File: src/common/tcp_pkg.sv
package tcp_pkg;

    // Counter and bus geometry
    localparam int TCP_CNT_W = 16;
    localparam int TCP_ADDR_W = 5;
    localparam int TCP_DATA_W = 32;
    localparam int TCP_NUM_CHAN = 2;

    // Register byte offsets, one aligned word each
    localparam logic [4:0] TCP_OFS_TIMER_CTRL = 5'h00;
    localparam logic [4:0] TCP_OFS_COUNTER = 5'h04;
    localparam logic [4:0] TCP_OFS_MODULO = 5'h08;
    localparam logic [4:0] TCP_OFS_CHAN0_CTRL = 5'h0c;
    localparam logic [4:0] TCP_OFS_CHAN0_CMP = 5'h10;
    localparam logic [4:0] TCP_OFS_CHAN1_CTRL = 5'h14;
    localparam logic [4:0] TCP_OFS_CHAN1_CMP = 5'h18;
    // Step between the two channel register pairs
    localparam logic [4:0] TCP_OFS_CHAN_STEP = 5'h08;

    // Timer control/status bit positions
    localparam int TCP_BIT_WRAP_FLAG = 7;
    localparam int TCP_BIT_WRAP_IRQ_EN = 6;
    localparam int TCP_BIT_HALT = 5;
    localparam int TCP_BIT_CLEAR = 4;

    // Channel control/status: flag on top, control field below
    localparam int TCP_BIT_CHAN_FLAG = 7;
    localparam int TCP_CHAN_CTRL_W = 7;

    // Reset values
    localparam logic [TCP_CNT_W-1:0] TCP_RST_MODULO = 16'hffff;
    localparam logic [TCP_CNT_W-1:0] TCP_RST_CMP = 16'h0000;
    localparam logic TCP_RST_HALT = 1'b1;

    // Channel control field, bits 6..0 of the channel register
    typedef struct packed {
        logic irq_enable;        // channel_irq_enable
        logic pair_link_select;  // only meaningful in channel 0
        logic out_enable;        // output compare mode
        logic capture_enable;    // input capture on rising pin edge
        logic match_level;       // level forced at a compare match
        logic toggle_on_wrap;
        logic max_duty_select;
    } tcp_chan_ctrl_s;

    localparam tcp_chan_ctrl_s TCP_RST_CHAN_CTRL = 7'h00;

    // Events handed to a channel output stage
    typedef struct packed {
        logic compare_hit;
        logic wrap_hit;
    } tcp_chan_evt_s;

endpackage : tcp_pkg

File: src/verilog/tcp_chan_out.sv
`timescale 1ns/1ns
module tcp_chan_out
    import tcp_pkg::*;
(
    input wire logic clock,
    input wire logic rst_n,
    input wire logic chan_active,
    input tcp_chan_ctrl_s ctrl,
    input tcp_chan_evt_s evt,
    output logic pin_o,
    output logic pin_oe
);

    logic level_reg;
    logic drive_reg;

    assign pin_o = level_reg;
    assign pin_oe = drive_reg;

    // Pin level; compare wins over a wrap toggle in the same cycle
    always_ff @(posedge clock) begin
        if (!rst_n) begin
            level_reg <= 1'b0;
        end else if (chan_active && ctrl.out_enable) begin
            // RQ15: full duty hold
            if (ctrl.max_duty_select && ctrl.toggle_on_wrap) begin
                level_reg <= 1'b1;
            // RQ13: match ends pulse
            end else if (evt.compare_hit) begin
                // RQ14: match forces level only
                level_reg <= ctrl.match_level;
            // RQ12: toggle at wrap
            end else if (evt.wrap_hit && ctrl.toggle_on_wrap) begin
                level_reg <= ~level_reg;
            end
        end
    end

    // Drive only while the channel owns its pin as an output
    always_ff @(posedge clock) begin
        if (!rst_n) begin
            drive_reg <= 1'b0;
        end else begin
            drive_reg <= chan_active && ctrl.out_enable;
        end
    end

endmodule : tcp_chan_out

File: src/verilog/tcp_timer.sv
// Summary of operation
// RQ1: Unlinked channel holds one compare value; a write replaces it directly.
// RQ2: Unsynchronized compare rewrite can miss a match for up to two periods.
// RQ3: Software lowers compare values from inside the channel compare handler.
// RQ4: Software raises compare values from inside the wrap handler.
// RQ5: Larger value written at pulse end can give two matches per period.
// RQ6: Channel flag and request rise when the compare pulse ends.
// RQ7: Wrap flag and request rise when counter reaches the modulo value.
// RQ8: Pair link bit in channel 0 joins channels; output on pin 0.
// RQ9: Channel 0 value acts first; after each wrap last-written set acts.
// RQ10: Linked pair uses channel 0 register only; pin 1 is released.
// RQ11: Software writes only the inactive set; active writes act unbuffered.
// RQ12: PWM output toggles at wrap; wrap interval sets the period.
// RQ13: Pulse width runs from wrap to the channel compare match.
// RQ14: Without toggle on wrap, matches keep level: zero percent duty.
// RQ15: Max duty plus toggle on wrap gives constant full duty output.
// RQ16: Wrap flag sets at modulo; requests interrupt only when enabled.
// RQ17: Channel flag sets on capture or compare; requests when enabled.
// RQ18: Software clears counter halt bit last to start counting.
// RQ19: Wait mode keeps counting, blocks register access, requests wake.
// RQ20: Stop mode freezes counter and registers until stop ends. Bus writes, including the counter clear bit, still take effect during stop.
// RQ21: Each pin is capture or compare; only pin 0 is buffered.
// RQ22: Match is taken on the edge where counter equals active value.
// RQ23: Counter wraps to zero after modulo; buffered sets switch there.
`timescale 1ns/1ns
module tcp_timer
    import tcp_pkg::*;
#(
    parameter int CNT_W = TCP_CNT_W
) (
    input wire logic clock,
    input wire logic rst_n,
    // Classic Wishbone slave
    input wire logic wb_cyc_i,
    input wire logic wb_stb_i,
    input wire logic wb_we_i,
    input wire logic [TCP_ADDR_W-1:0] wb_adr_i,
    input wire logic [3:0] wb_sel_i,
    input wire logic [TCP_DATA_W-1:0] wb_dat_i,
    output logic [TCP_DATA_W-1:0] wb_dat_o,
    output logic wb_ack_o,
    // Processor low-power state
    input wire logic wait_mode,
    input wire logic stop_mode,
    // Channel pins, two-way
    input wire logic [TCP_NUM_CHAN-1:0] chan_pin_i,
    output logic [TCP_NUM_CHAN-1:0] chan_pin_o,
    output logic [TCP_NUM_CHAN-1:0] chan_pin_oe,
    // Combined request, also the wake request out of wait mode
    output logic irq_req
);

    // Bus slave and request state
    logic ack_reg;
    logic [TCP_DATA_W-1:0] rdata_reg;
    logic irq_reg;

    // Timer state
    logic [CNT_W-1:0] count_reg;
    logic [CNT_W-1:0] modulo_reg;
    logic halt_reg;
    logic wrap_irq_en_reg;
    logic wrap_flag_reg;

    // Per-channel state
    tcp_chan_ctrl_s ctrl_reg [TCP_NUM_CHAN];
    logic [TCP_NUM_CHAN-1:0] flag_reg;
    logic [CNT_W-1:0] cmp_reg [TCP_NUM_CHAN];
    logic [TCP_NUM_CHAN-1:0] pin_meta_reg;
    logic [TCP_NUM_CHAN-1:0] pin_sync_reg;
    logic [TCP_NUM_CHAN-1:0] pin_prev_reg;

    // Buffered pair state
    logic active_sel_reg;
    logic last_wr_reg;

    // Decoded bus access, timer and channel events
    logic req;
    logic commit;
    logic wr_commit;
    logic [4:0] word_ofs;
    logic link;
    logic tick;
    logic at_modulo;
    logic wrap_evt;
    logic [TCP_NUM_CHAN-1:0] cmp_wr;
    logic [TCP_NUM_CHAN-1:0] ctrl_wr;
    logic [TCP_NUM_CHAN-1:0] chan_active;
    logic [TCP_NUM_CHAN-1:0] match;
    logic [TCP_NUM_CHAN-1:0] capture;
    logic [TCP_NUM_CHAN-1:0] chan_evt;
    logic [CNT_W-1:0] cmp_active [TCP_NUM_CHAN];
    logic tmr_wr;
    logic [TCP_DATA_W-1:0] rd_mux;

    assign wb_ack_o = ack_reg;
    assign wb_dat_o = rdata_reg;
    assign irq_req = irq_reg;

    // Request decode; registers are sealed off while in wait mode
    assign req = wb_cyc_i && wb_stb_i;
    assign commit = req && ack_reg;
    // RQ19: no access in wait
    assign wr_commit = commit && wb_we_i && wb_sel_i[0] && !wait_mode;
    assign word_ofs = {wb_adr_i[TCP_ADDR_W-1:2], 2'b00};
    assign tmr_wr = wr_commit && (word_ofs == TCP_OFS_TIMER_CTRL);

    // RQ8: pair link lives in channel 0
    assign link = ctrl_reg[0].pair_link_select;

    // RQ20: stop freezes counting
    assign tick = !halt_reg && !stop_mode;
    assign at_modulo = (count_reg == modulo_reg);
    // RQ7: wrap event at modulo
    assign wrap_evt = tick && at_modulo;

    // Ack one cycle after the request, dropped the cycle after
    always_ff @(posedge clock) begin
        if (!rst_n) begin
            ack_reg <= 1'b0;
        end else begin
            ack_reg <= req && !ack_reg;
        end
    end

    // Read data captured with the ack; unmapped and wait reads give zero
    always_comb begin
        rd_mux = '0;
        unique case (word_ofs)
            TCP_OFS_TIMER_CTRL: begin
                rd_mux[TCP_BIT_WRAP_FLAG] = wrap_flag_reg;
                rd_mux[TCP_BIT_WRAP_IRQ_EN] = wrap_irq_en_reg;
                rd_mux[TCP_BIT_HALT] = halt_reg;
            end
            TCP_OFS_COUNTER: rd_mux[CNT_W-1:0] = count_reg;
            TCP_OFS_MODULO: rd_mux[CNT_W-1:0] = modulo_reg;
            TCP_OFS_CHAN0_CTRL: begin
                rd_mux[TCP_BIT_CHAN_FLAG] = flag_reg[0];
                rd_mux[TCP_CHAN_CTRL_W-1:0] = ctrl_reg[0];
            end
            TCP_OFS_CHAN0_CMP: rd_mux[CNT_W-1:0] = cmp_reg[0];
            TCP_OFS_CHAN1_CTRL: begin
                rd_mux[TCP_BIT_CHAN_FLAG] = flag_reg[1];
                rd_mux[TCP_CHAN_CTRL_W-1:0] = ctrl_reg[1];
            end
            TCP_OFS_CHAN1_CMP: rd_mux[CNT_W-1:0] = cmp_reg[1];
            default: rd_mux = '0;
        endcase
        if (wait_mode) begin
            rd_mux = '0;
        end
    end

    always_ff @(posedge clock) begin
        if (!rst_n) begin
            rdata_reg <= '0;
        end else if (req && !ack_reg) begin
            rdata_reg <= rd_mux;
        end else begin
            rdata_reg <= '0;
        end
    end

    // Free-running counter; clear bit restarts it from zero
    always_ff @(posedge clock) begin
        if (!rst_n) begin
            count_reg <= '0;
        end else if (tmr_wr && wb_dat_i[TCP_BIT_CLEAR]) begin
            count_reg <= '0;
        end else if (tick) begin
            // RQ23: wrap to zero after modulo
            if (at_modulo) begin
                count_reg <= '0;
            end else begin
                count_reg <= count_reg + 1'b1;
            end
        end
    end

    // Modulo register
    always_ff @(posedge clock) begin
        if (!rst_n) begin
            modulo_reg <= TCP_RST_MODULO[CNT_W-1:0];
        end else if (wr_commit && word_ofs == TCP_OFS_MODULO) begin
            modulo_reg <= wb_dat_i[CNT_W-1:0];
        end
    end

    // Timer control; halt is set from reset so setup happens first
    always_ff @(posedge clock) begin
        if (!rst_n) begin
            halt_reg <= TCP_RST_HALT;
            wrap_irq_en_reg <= 1'b0;
        end else if (tmr_wr) begin
            // RQ18: clearing halt starts counting
            halt_reg <= wb_dat_i[TCP_BIT_HALT];
            wrap_irq_en_reg <= wb_dat_i[TCP_BIT_WRAP_IRQ_EN];
        end
    end

    // Wrap flag, write one to clear; a new wrap beats the clear
    always_ff @(posedge clock) begin
        if (!rst_n) begin
            wrap_flag_reg <= 1'b0;
        end else if (wrap_evt) begin
            // RQ16: set at modulo
            wrap_flag_reg <= 1'b1;
        end else if (tmr_wr && wb_dat_i[TCP_BIT_WRAP_FLAG]) begin
            wrap_flag_reg <= 1'b0;
        end
    end

    // Which register set drives the linked output
    always_ff @(posedge clock) begin
        if (!rst_n) begin
            last_wr_reg <= 1'b0;
        end else if (!link) begin
            last_wr_reg <= 1'b0;
        end else if (cmp_wr[1]) begin
            last_wr_reg <= 1'b1;
        end else if (cmp_wr[0]) begin
            last_wr_reg <= 1'b0;
        end
    end

    // Switch only at wraps, so a written inactive set never tears a period
    always_ff @(posedge clock) begin
        if (!rst_n) begin
            active_sel_reg <= 1'b0;
        end else if (!link) begin
            // RQ9: channel 0 acts first
            active_sel_reg <= 1'b0;
        end else if (wrap_evt) begin
            // RQ9: last-written set after wrap
            active_sel_reg <= last_wr_reg;
        end
    end

    // Active compare value per channel
    // RQ21: only pin 0 takes the buffered pair
    assign cmp_active[0] = (link && active_sel_reg) ? cmp_reg[1] : cmp_reg[0];
    assign cmp_active[1] = cmp_reg[1];

    // RQ10: channel 1 idle and pin released
    assign chan_active[0] = 1'b1;
    assign chan_active[1] = !link;

    genvar ch;
    generate
        for (ch = 0; ch < TCP_NUM_CHAN; ch++) begin : g_chan
            localparam logic [4:0] OFS_CTRL = 5'(TCP_OFS_CHAN0_CTRL + ch * TCP_OFS_CHAN_STEP);
            localparam logic [4:0] OFS_CMP = 5'(TCP_OFS_CHAN0_CMP + ch * TCP_OFS_CHAN_STEP);

            assign ctrl_wr[ch] = wr_commit && (word_ofs == OFS_CTRL);
            assign cmp_wr[ch] = wr_commit && (word_ofs == OFS_CMP);

            // RQ22: match on equal edge
            assign match[ch] = tick && chan_active[ch] && ctrl_reg[ch].out_enable
                && (count_reg == cmp_active[ch]);
            assign capture[ch] = chan_active[ch] && !stop_mode
                && ctrl_reg[ch].capture_enable && !ctrl_reg[ch].out_enable
                && pin_sync_reg[ch] && !pin_prev_reg[ch];
            assign chan_evt[ch] = match[ch] || capture[ch];

            // Pin synchroniser; the edge detector compares the second and third stages
            always_ff @(posedge clock) begin
                if (!rst_n) begin
                    pin_meta_reg[ch] <= 1'b0;
                    pin_sync_reg[ch] <= 1'b0;
                    pin_prev_reg[ch] <= 1'b0;
                end else begin
                    pin_meta_reg[ch] <= chan_pin_i[ch];
                    pin_sync_reg[ch] <= pin_meta_reg[ch];
                    pin_prev_reg[ch] <= pin_sync_reg[ch];
                end
            end

            // Channel control field
            always_ff @(posedge clock) begin
                if (!rst_n) begin
                    ctrl_reg[ch] <= TCP_RST_CHAN_CTRL;
                end else if (ctrl_wr[ch]) begin
                    ctrl_reg[ch] <= tcp_chan_ctrl_s'(wb_dat_i[TCP_CHAN_CTRL_W-1:0]);
                end
            end

            // Compare/capture value; capture beats a bus write
            always_ff @(posedge clock) begin
                if (!rst_n) begin
                    cmp_reg[ch] <= TCP_RST_CMP[CNT_W-1:0];
                end else if (capture[ch]) begin
                    cmp_reg[ch] <= count_reg;
                end else if (cmp_wr[ch]) begin
                    // RQ1: write replaces value
                    // RQ2: no resync of a late write
                    // RQ5: second match in period allowed
                    cmp_reg[ch] <= wb_dat_i[CNT_W-1:0];
                end
            end

            // Channel flag, write one to clear; a new event beats the clear
            always_ff @(posedge clock) begin
                if (!rst_n) begin
                    flag_reg[ch] <= 1'b0;
                end else if (chan_evt[ch]) begin
                    // RQ6: flag at pulse end
                    // RQ17: set on compare or capture
                    flag_reg[ch] <= 1'b1;
                end else if (ctrl_wr[ch] && wb_dat_i[TCP_BIT_CHAN_FLAG]) begin
                    flag_reg[ch] <= 1'b0;
                end
            end

            tcp_chan_out u_out (
                .clock(clock),
                .rst_n(rst_n),
                .chan_active(chan_active[ch]),
                .ctrl(ctrl_reg[ch]),
                .evt('{compare_hit: match[ch], wrap_hit: wrap_evt}),
                .pin_o(chan_pin_o[ch]),
                .pin_oe(chan_pin_oe[ch])
            );
        end
    endgenerate

    // Request and wake line: any enabled flag (channel 1 only while unlinked), stays up through wait
    always_ff @(posedge clock) begin
        if (!rst_n) begin
            irq_reg <= 1'b0;
        end else begin
            // RQ16: wrap request gated
            // RQ17: channel request gated
            // RQ19: wakes processor
            irq_reg <= (wrap_flag_reg && wrap_irq_en_reg)
                || (flag_reg[0] && ctrl_reg[0].irq_enable)
                || (flag_reg[1] && ctrl_reg[1].irq_enable && !link);
        end
    end

endmodule : tcp_timer

File: config.mk
export PLATFORM = sky130hd
export DESIGN_NAME = tcp_timer
export DESIGN_NICKNAME = d
export VERILOG_FILES = /design/src/common/tcp_pkg.sv /design/src/verilog/tcp_chan_out.sv /design/src/verilog/tcp_timer.sv
export SDC_FILE = /design/constraint.sdc
export NUM_CORES = 1
export LEC_CHECK = 0
export ABC_CLOCK_PERIOD_IN_PS = 2850
export BUFFER_PORTS_ARGS = -buffer_cell sky130_fd_sc_hd__buf_2
export CORE_MARGIN = 2
export CORE_UTILIZATION = 35
export CTS_CLUSTER_DIAMETER = 50
export CTS_CLUSTER_SIZE = 40
export DETAILED_ROUTE_END_ITERATION = 12
export PLACE_DENSITY_LB_ADDON = 0.08
export SLEW_MARGIN = 20
export SYNTH_ARGS = -nofsm -noshare
export SYNTH_HDL_FRONTEND = slang
export SYNTH_SLANG_ARGS = --single-unit
export TNS_END_PERCENT = 5
File: constraint.sdc
create_clock -name clock -period 2.85 [get_ports clock]
set_clock_uncertainty 0.2 [all_clocks]
set_input_delay 0 -clock clock [delete_from_list [all_inputs] [get_ports clock]]
set_output_delay 0 -clock clock [all_outputs]
set_load 0.02 [all_outputs]
Word level (Yosys, flattened, before mapping)
Memory sizes are Yosys's and may differ from the RTL's.
Index checks and enable logic that the tools add are counted.
{ "word_totals": {"mem_bits_rw": 46, "reg_bits": 83, "in_bits": 50, "output_inout_bits": 38, "elab_cells": 159, "memories": 2} }
{ "mem_list": {"columns": ["name", "depth", "word_bits", "rd", "rd_ports_with_merged_regs", "write_ports", "line_no", "rtl"], "rows": [
  ["cmp_reg", 2, 16, 2, 0, 2, "tcp_timer.sv:68", "logic [CNT_W-1:0] cmp_reg [TCP_NUM_CHAN];"],
  ["ctrl_reg", 2, 7, 2, 0, 2, "tcp_timer.sv:66", "tcp_chan_ctrl_s ctrl_reg [TCP_NUM_CHAN];"]
]} }
{ "classes": {"n_reduce_logical": 68, "bitwise": 10, "n_eq_ne": 9, "muxes": 46, "add_sub_neg": 1} }
{ "ops": {"columns": ["cell", "count"], "rows": [
  ["$mux W16", 6],
  ["$eq A16 B16 Y1", 3],
  ["$logic_and A1 B1 Y1", 42],
  ["$mux W1", 35],
  ["$pmux W8 S4", 1],
  ["$pmux W5 S6", 1],
  ["$pmux W3 S7", 1],
  ["$add A16 B1 Y16 const B", 1],
  ["$mux W7", 2],
  ["$eq A3 B3 Y1 const B", 3],
  ["$logic_not A1 Y1", 9],
  ["$reduce_and A2 Y1", 4],
  ["$reduce_bool A2 Y1", 4],
  ["$eq A3 B2 Y1 const B", 2],
  ["$or A1 B1 Y1", 6],
  ["$reduce_bool A3 Y1", 2],
  ["$logic_not A5 Y1", 1],
  ["$logic_or A1 B1 Y1", 4],
  ["$not A1 Y1", 4],
  ["$eq A3 B1 Y1 const B", 1],
  ["$reduce_or A3 Y1", 1],
  ["$reduce_or A2 Y1", 1]
]} }

Logic depth before layout (Yosys ltp)
An unclocked memory read counts as a cell.
{ "depth": {"depth_word": 12, "mapped_depth": 9, "mapped_depth_nobuf": 6} }

Cells and area by module
A second synthesis with hierarchy kept.
{ "unflattened": {"hier_cells": 631, "hier_area_um2": 5967.0} }
{ "modules_own_cells": {"columns": ["module", "seq_area_each_um2", "cells_per_inst", "area_per_inst_um2", "n_inst"], "rows": [
  ["tcp_timer", 2642.5, 609, 5761.8, 1],
  ["tcp_chan_out", 40.0, 11, 102.6, 2]
]} }

Worst setup path before layout
OpenSTA, ideal clock, no wires.
{ "synth_timing": {"path_type": "register to register", "start": "memory ctrl_reg[0][5] (netlist name)", "end": "memory cmp_reg[1][10] (netlist name) (data pin)", "arrival_ns": 1.611, "path_stages_with_launch": 9, "setup_slack_ns": 0.773, "synth_period_minus_slack_ns": 2.077, "t_required_ns": 2.384, "setup_ns": 0.266, "path_buffers": 3, "cell_sequence": "edfxtp_1 > buf_2 > nor4b_1 > nand3b_1 > and3_1 > buf_4 > buf_8 > mux2i_1 > nor2_1"} }
{ "synth_lines": {"columns": ["item", "line_no"], "rows": [
  ["start, declared", "tcp_timer.sv:66"],
  ["end, declared", "tcp_timer.sv:68"]
]} }

==> flow_metrics.env <==
export IMPL_grt_pass1_wl_um=30400
export IMPL_reg2reg_slack_ns=0.24
export IMPL_synthCells=633
export IMPL_pin_count=88
export IMPL_synth_area_mm2=0.00605
export IMPL_nets=764
export IMPL_synth_edf_count=46
export IMPL_synth_most_common_cell="nor2_1"
export IMPL_cts_tree="yes"
export IMPL_ys_ff_latch=113
export IMPL_cpMostUsedCell="mux2i_1"
export IMPL_clock_power_share_pct=49.8
export IMPL_worstPathCellList="nand2_2 > mux2i_1 > a2111oi_0 > and4_1 > o2111a_1 > mux2i_1"
export IMPL_route_detailed_drc=0
export IMPL_slew_limit_headroom_pct=49.0
export IMPL_dpl_instance_area_mm2=0.00647
export IMPL_die_h_um=135
export IMPL_critical_path_slowest_cell="edfxtp_1"
export IMPL_ys_warn_count=0
export IMPL_fmax_mhz=383
export IMPL_die_area_mm2=0.0184
export IMPL_firstDrtPassIters=5
export IMPL_num_rows=48
export IMPL_grt_pass1_vias=4813
export IMPL_dp_hpwl_um=14400
export IMPL_syn_area_per_cell_um2=9.56
export IMPL_p_int_uw=3020
export IMPL_clk_pin_slew_worst_paths_ns=0.06
export IMPL_clk_latency_ns=0.42
export IMPL_dr_total_vias=5085
export IMPL_min_period_over_period_pct=91.7
export IMPL_critPathKind="flip-flop to flip-flop"
export IMPL_ys_seq_area_share_pct=45.0
export IMPL_worstPathMaxFanout=11
export IMPL_numClockSinks=113
export IMPL_antenna_found_initial=0
export IMPL_fp_dieW_um=135
export IMPL_cp_slowest_stage_delay_ns=0.72
export IMPL_postCtsSetupBuffers=0
export IMPL_cp_arrival_ns=2.77
export IMPL_finalCriticalPeriod_ns=2.61
export IMPL_h_tree_depth=4
export IMPL_post_drt_wl_per_cell_um=21.4
export IMPL_drive_above_1_share_pct=18.5
export IMPL_coreArea_mm2=0.0171
export IMPL_rsz0062_at_grt="no"
export IMPL_grt_use_total_pct=22.9
export IMPL_antenna_cells=0
export IMPL_hold_ws_ns=0.00809
export IMPL_largest_register_ffs=32
export IMPL_cts_made_buffers=17
export IMPL_drv_slew=0
export IMPL_cp_end_kind="flip-flop"
export IMPL_yosysTopAreaCellShare_pct=22.8
export IMPL_final_hold_viol_count=0
export IMPL_ant_nets=0
export IMPL_tightest_slew_ns=0.763
export IMPL_areaGrowthSynthToFinish_pct=21.3
export IMPL_grt_ovfl_total=0
export IMPL_ys_flop_type="dfxtp_1"
export IMPL_p_seq_share_pct=43.6
export IMPL_cp_start_kind="flip-flop"
export IMPL_hold_class="input port to flip-flop"
export IMPL_status="finished clean"
export IMPL_ys_types=72
export IMPL_clockBufferDepth=2
export IMPL_root_buffer="clkbuf_16"
export IMPL_synth_largest_area_cell="edfxtp_1"
export IMPL_p_leak_uw=0.00288
export IMPL_synthArstFlopShare_pct=0
export IMPL_pwr_share_comb_pct=6.7
export IMPL_required_ns=3.01
export IMPL_p_switching_uw=978
export IMPL_initial_core_util_pct=35.3
export IMPL_gp_congestion=0.883
export IMPL_via_per_inst=5.35
export IMPL_cts_resized=0
export IMPL_wl_um=20400
export IMPL_tns_ns=0
export IMPL_worst_ir_drop_vdd_uv=404
export IMPL_p_sw_share_pct=24.5
export IMPL_ys_top_cells_by_area="edfxtp_1 (23%), dfxtp_1 (22%), mux2i_1 (4.8%)"
export IMPL_synth_common_cells="nor2_1 (70), dfxtp_1 (67), nand2_1 (59), edfxtp_1 (46)"
export IMPL_drv_cap=0
export IMPL_hold_buffers=31
export IMPL_port_buffers=50
export IMPL_drtIter0Drc=432
export IMPL_power_density_mw_per_mm2=544
export IMPL_finalSetupViolations=0
export IMPL_grt_max_degree=26
export IMPL_final_area_mm2=0.00734
## worst paths after layout
kind | depth (start not counted) | endpoint | start
worst max register to register | 6 | g_chan[0].u_out.pin_o | ctrl_reg[0][5]
worst min-delay path | 6 | halt_reg | wb_we_i
worst min register to register | 1 | pin_sync_reg[0] | pin_meta_reg[0]
worst max-delay path | 6 | g_chan[0].u_out.pin_o | ctrl_reg[0][5]
## layout make-up
cell class | instances | area (um2)
clock inverter | 12 | 77.6
clock buffer | 20 | 478
inverter | 17 | 63.8
timing repair buffer | 112 | 793
sequential | 113 | 2720
tap | 225 | 282
fill | 1664 | 9780
multi-input combinational | 452 | 2920
## per-stage QoR
step / util [%] / worst slack, ns / std cells / total power (uW)
floorplan: - / 0.773 / 648 / 1920
global placement: 37.8 / 0.299 / 888 / 2010
detailed placement: 37.8 / 0.298 / 888 / 2010
CTS: 42.9 / 0.278 / 951 / 4020
global route: 42.9 / 0.142 / 951 / 4130
finish: 42.9 / 0.236 / 951 / 3990
## layout by cell type (no fill, tap or decap), types with 11 or more instances in the layout
cell            n
xor2_1         26
a221oi_1       16
nor2_1         70
xnor2_1        17
a22oi_1        12
buf_4          31
dlygate4sd3_1  31
and3_1         14
buf_2          50
mux2i_1        29
dfxtp_1        67
o21ai_0        11
and2_1         18
edfxtp_1       46
nand2_1        59
conb_1         16
a22o_1         15
nand3_1        29
inv_1          16
a21oi_1        18
clkbuf_16      18
## layer usage
metal,global-route usage [%],vias to the layer above,share of wire (%)
li1,-,2383,-
met1,32.9,2522,48
met2,34.4,158,45
met3,5.09,22,5.1
met4,6.83,0,1.7
met5,0,-,0
## critical path, delay by kind of cell (launching register included)
kind / cells / cell delay, ns
flops: 1 / 0.72
simple gates: 2 / 0.45
compound gates: 2 / 0.84
mux: 2 / 0.33
## power groups by stage
stage | clock network [uW] | registers (uW) | logic [uW]
after global routing | 2100 | 1740 | 288
after CTS | 2020 | 1740 | 266
after global placement | 0 | 1770 | 236
after detailed placement | 0 | 1770 | 237
final | 1990 | 1740 | 267
after floorplan | 0 | 1760 | 160
## logic make-up after synthesis
family / after synthesis / share of synthesized area, %
buf+inv: 83 / 7.71
fa+ha+maj: 1 / 0.207
flops: 113 / 45.0
other cells: 1 / 0.0620
xor+xnor: 44 / 6.49
mux: 33 / 6.10
simple gates: 251 / 21.3
compound gates: 107 / 13.2
Power figures use the tool's default switching activity.
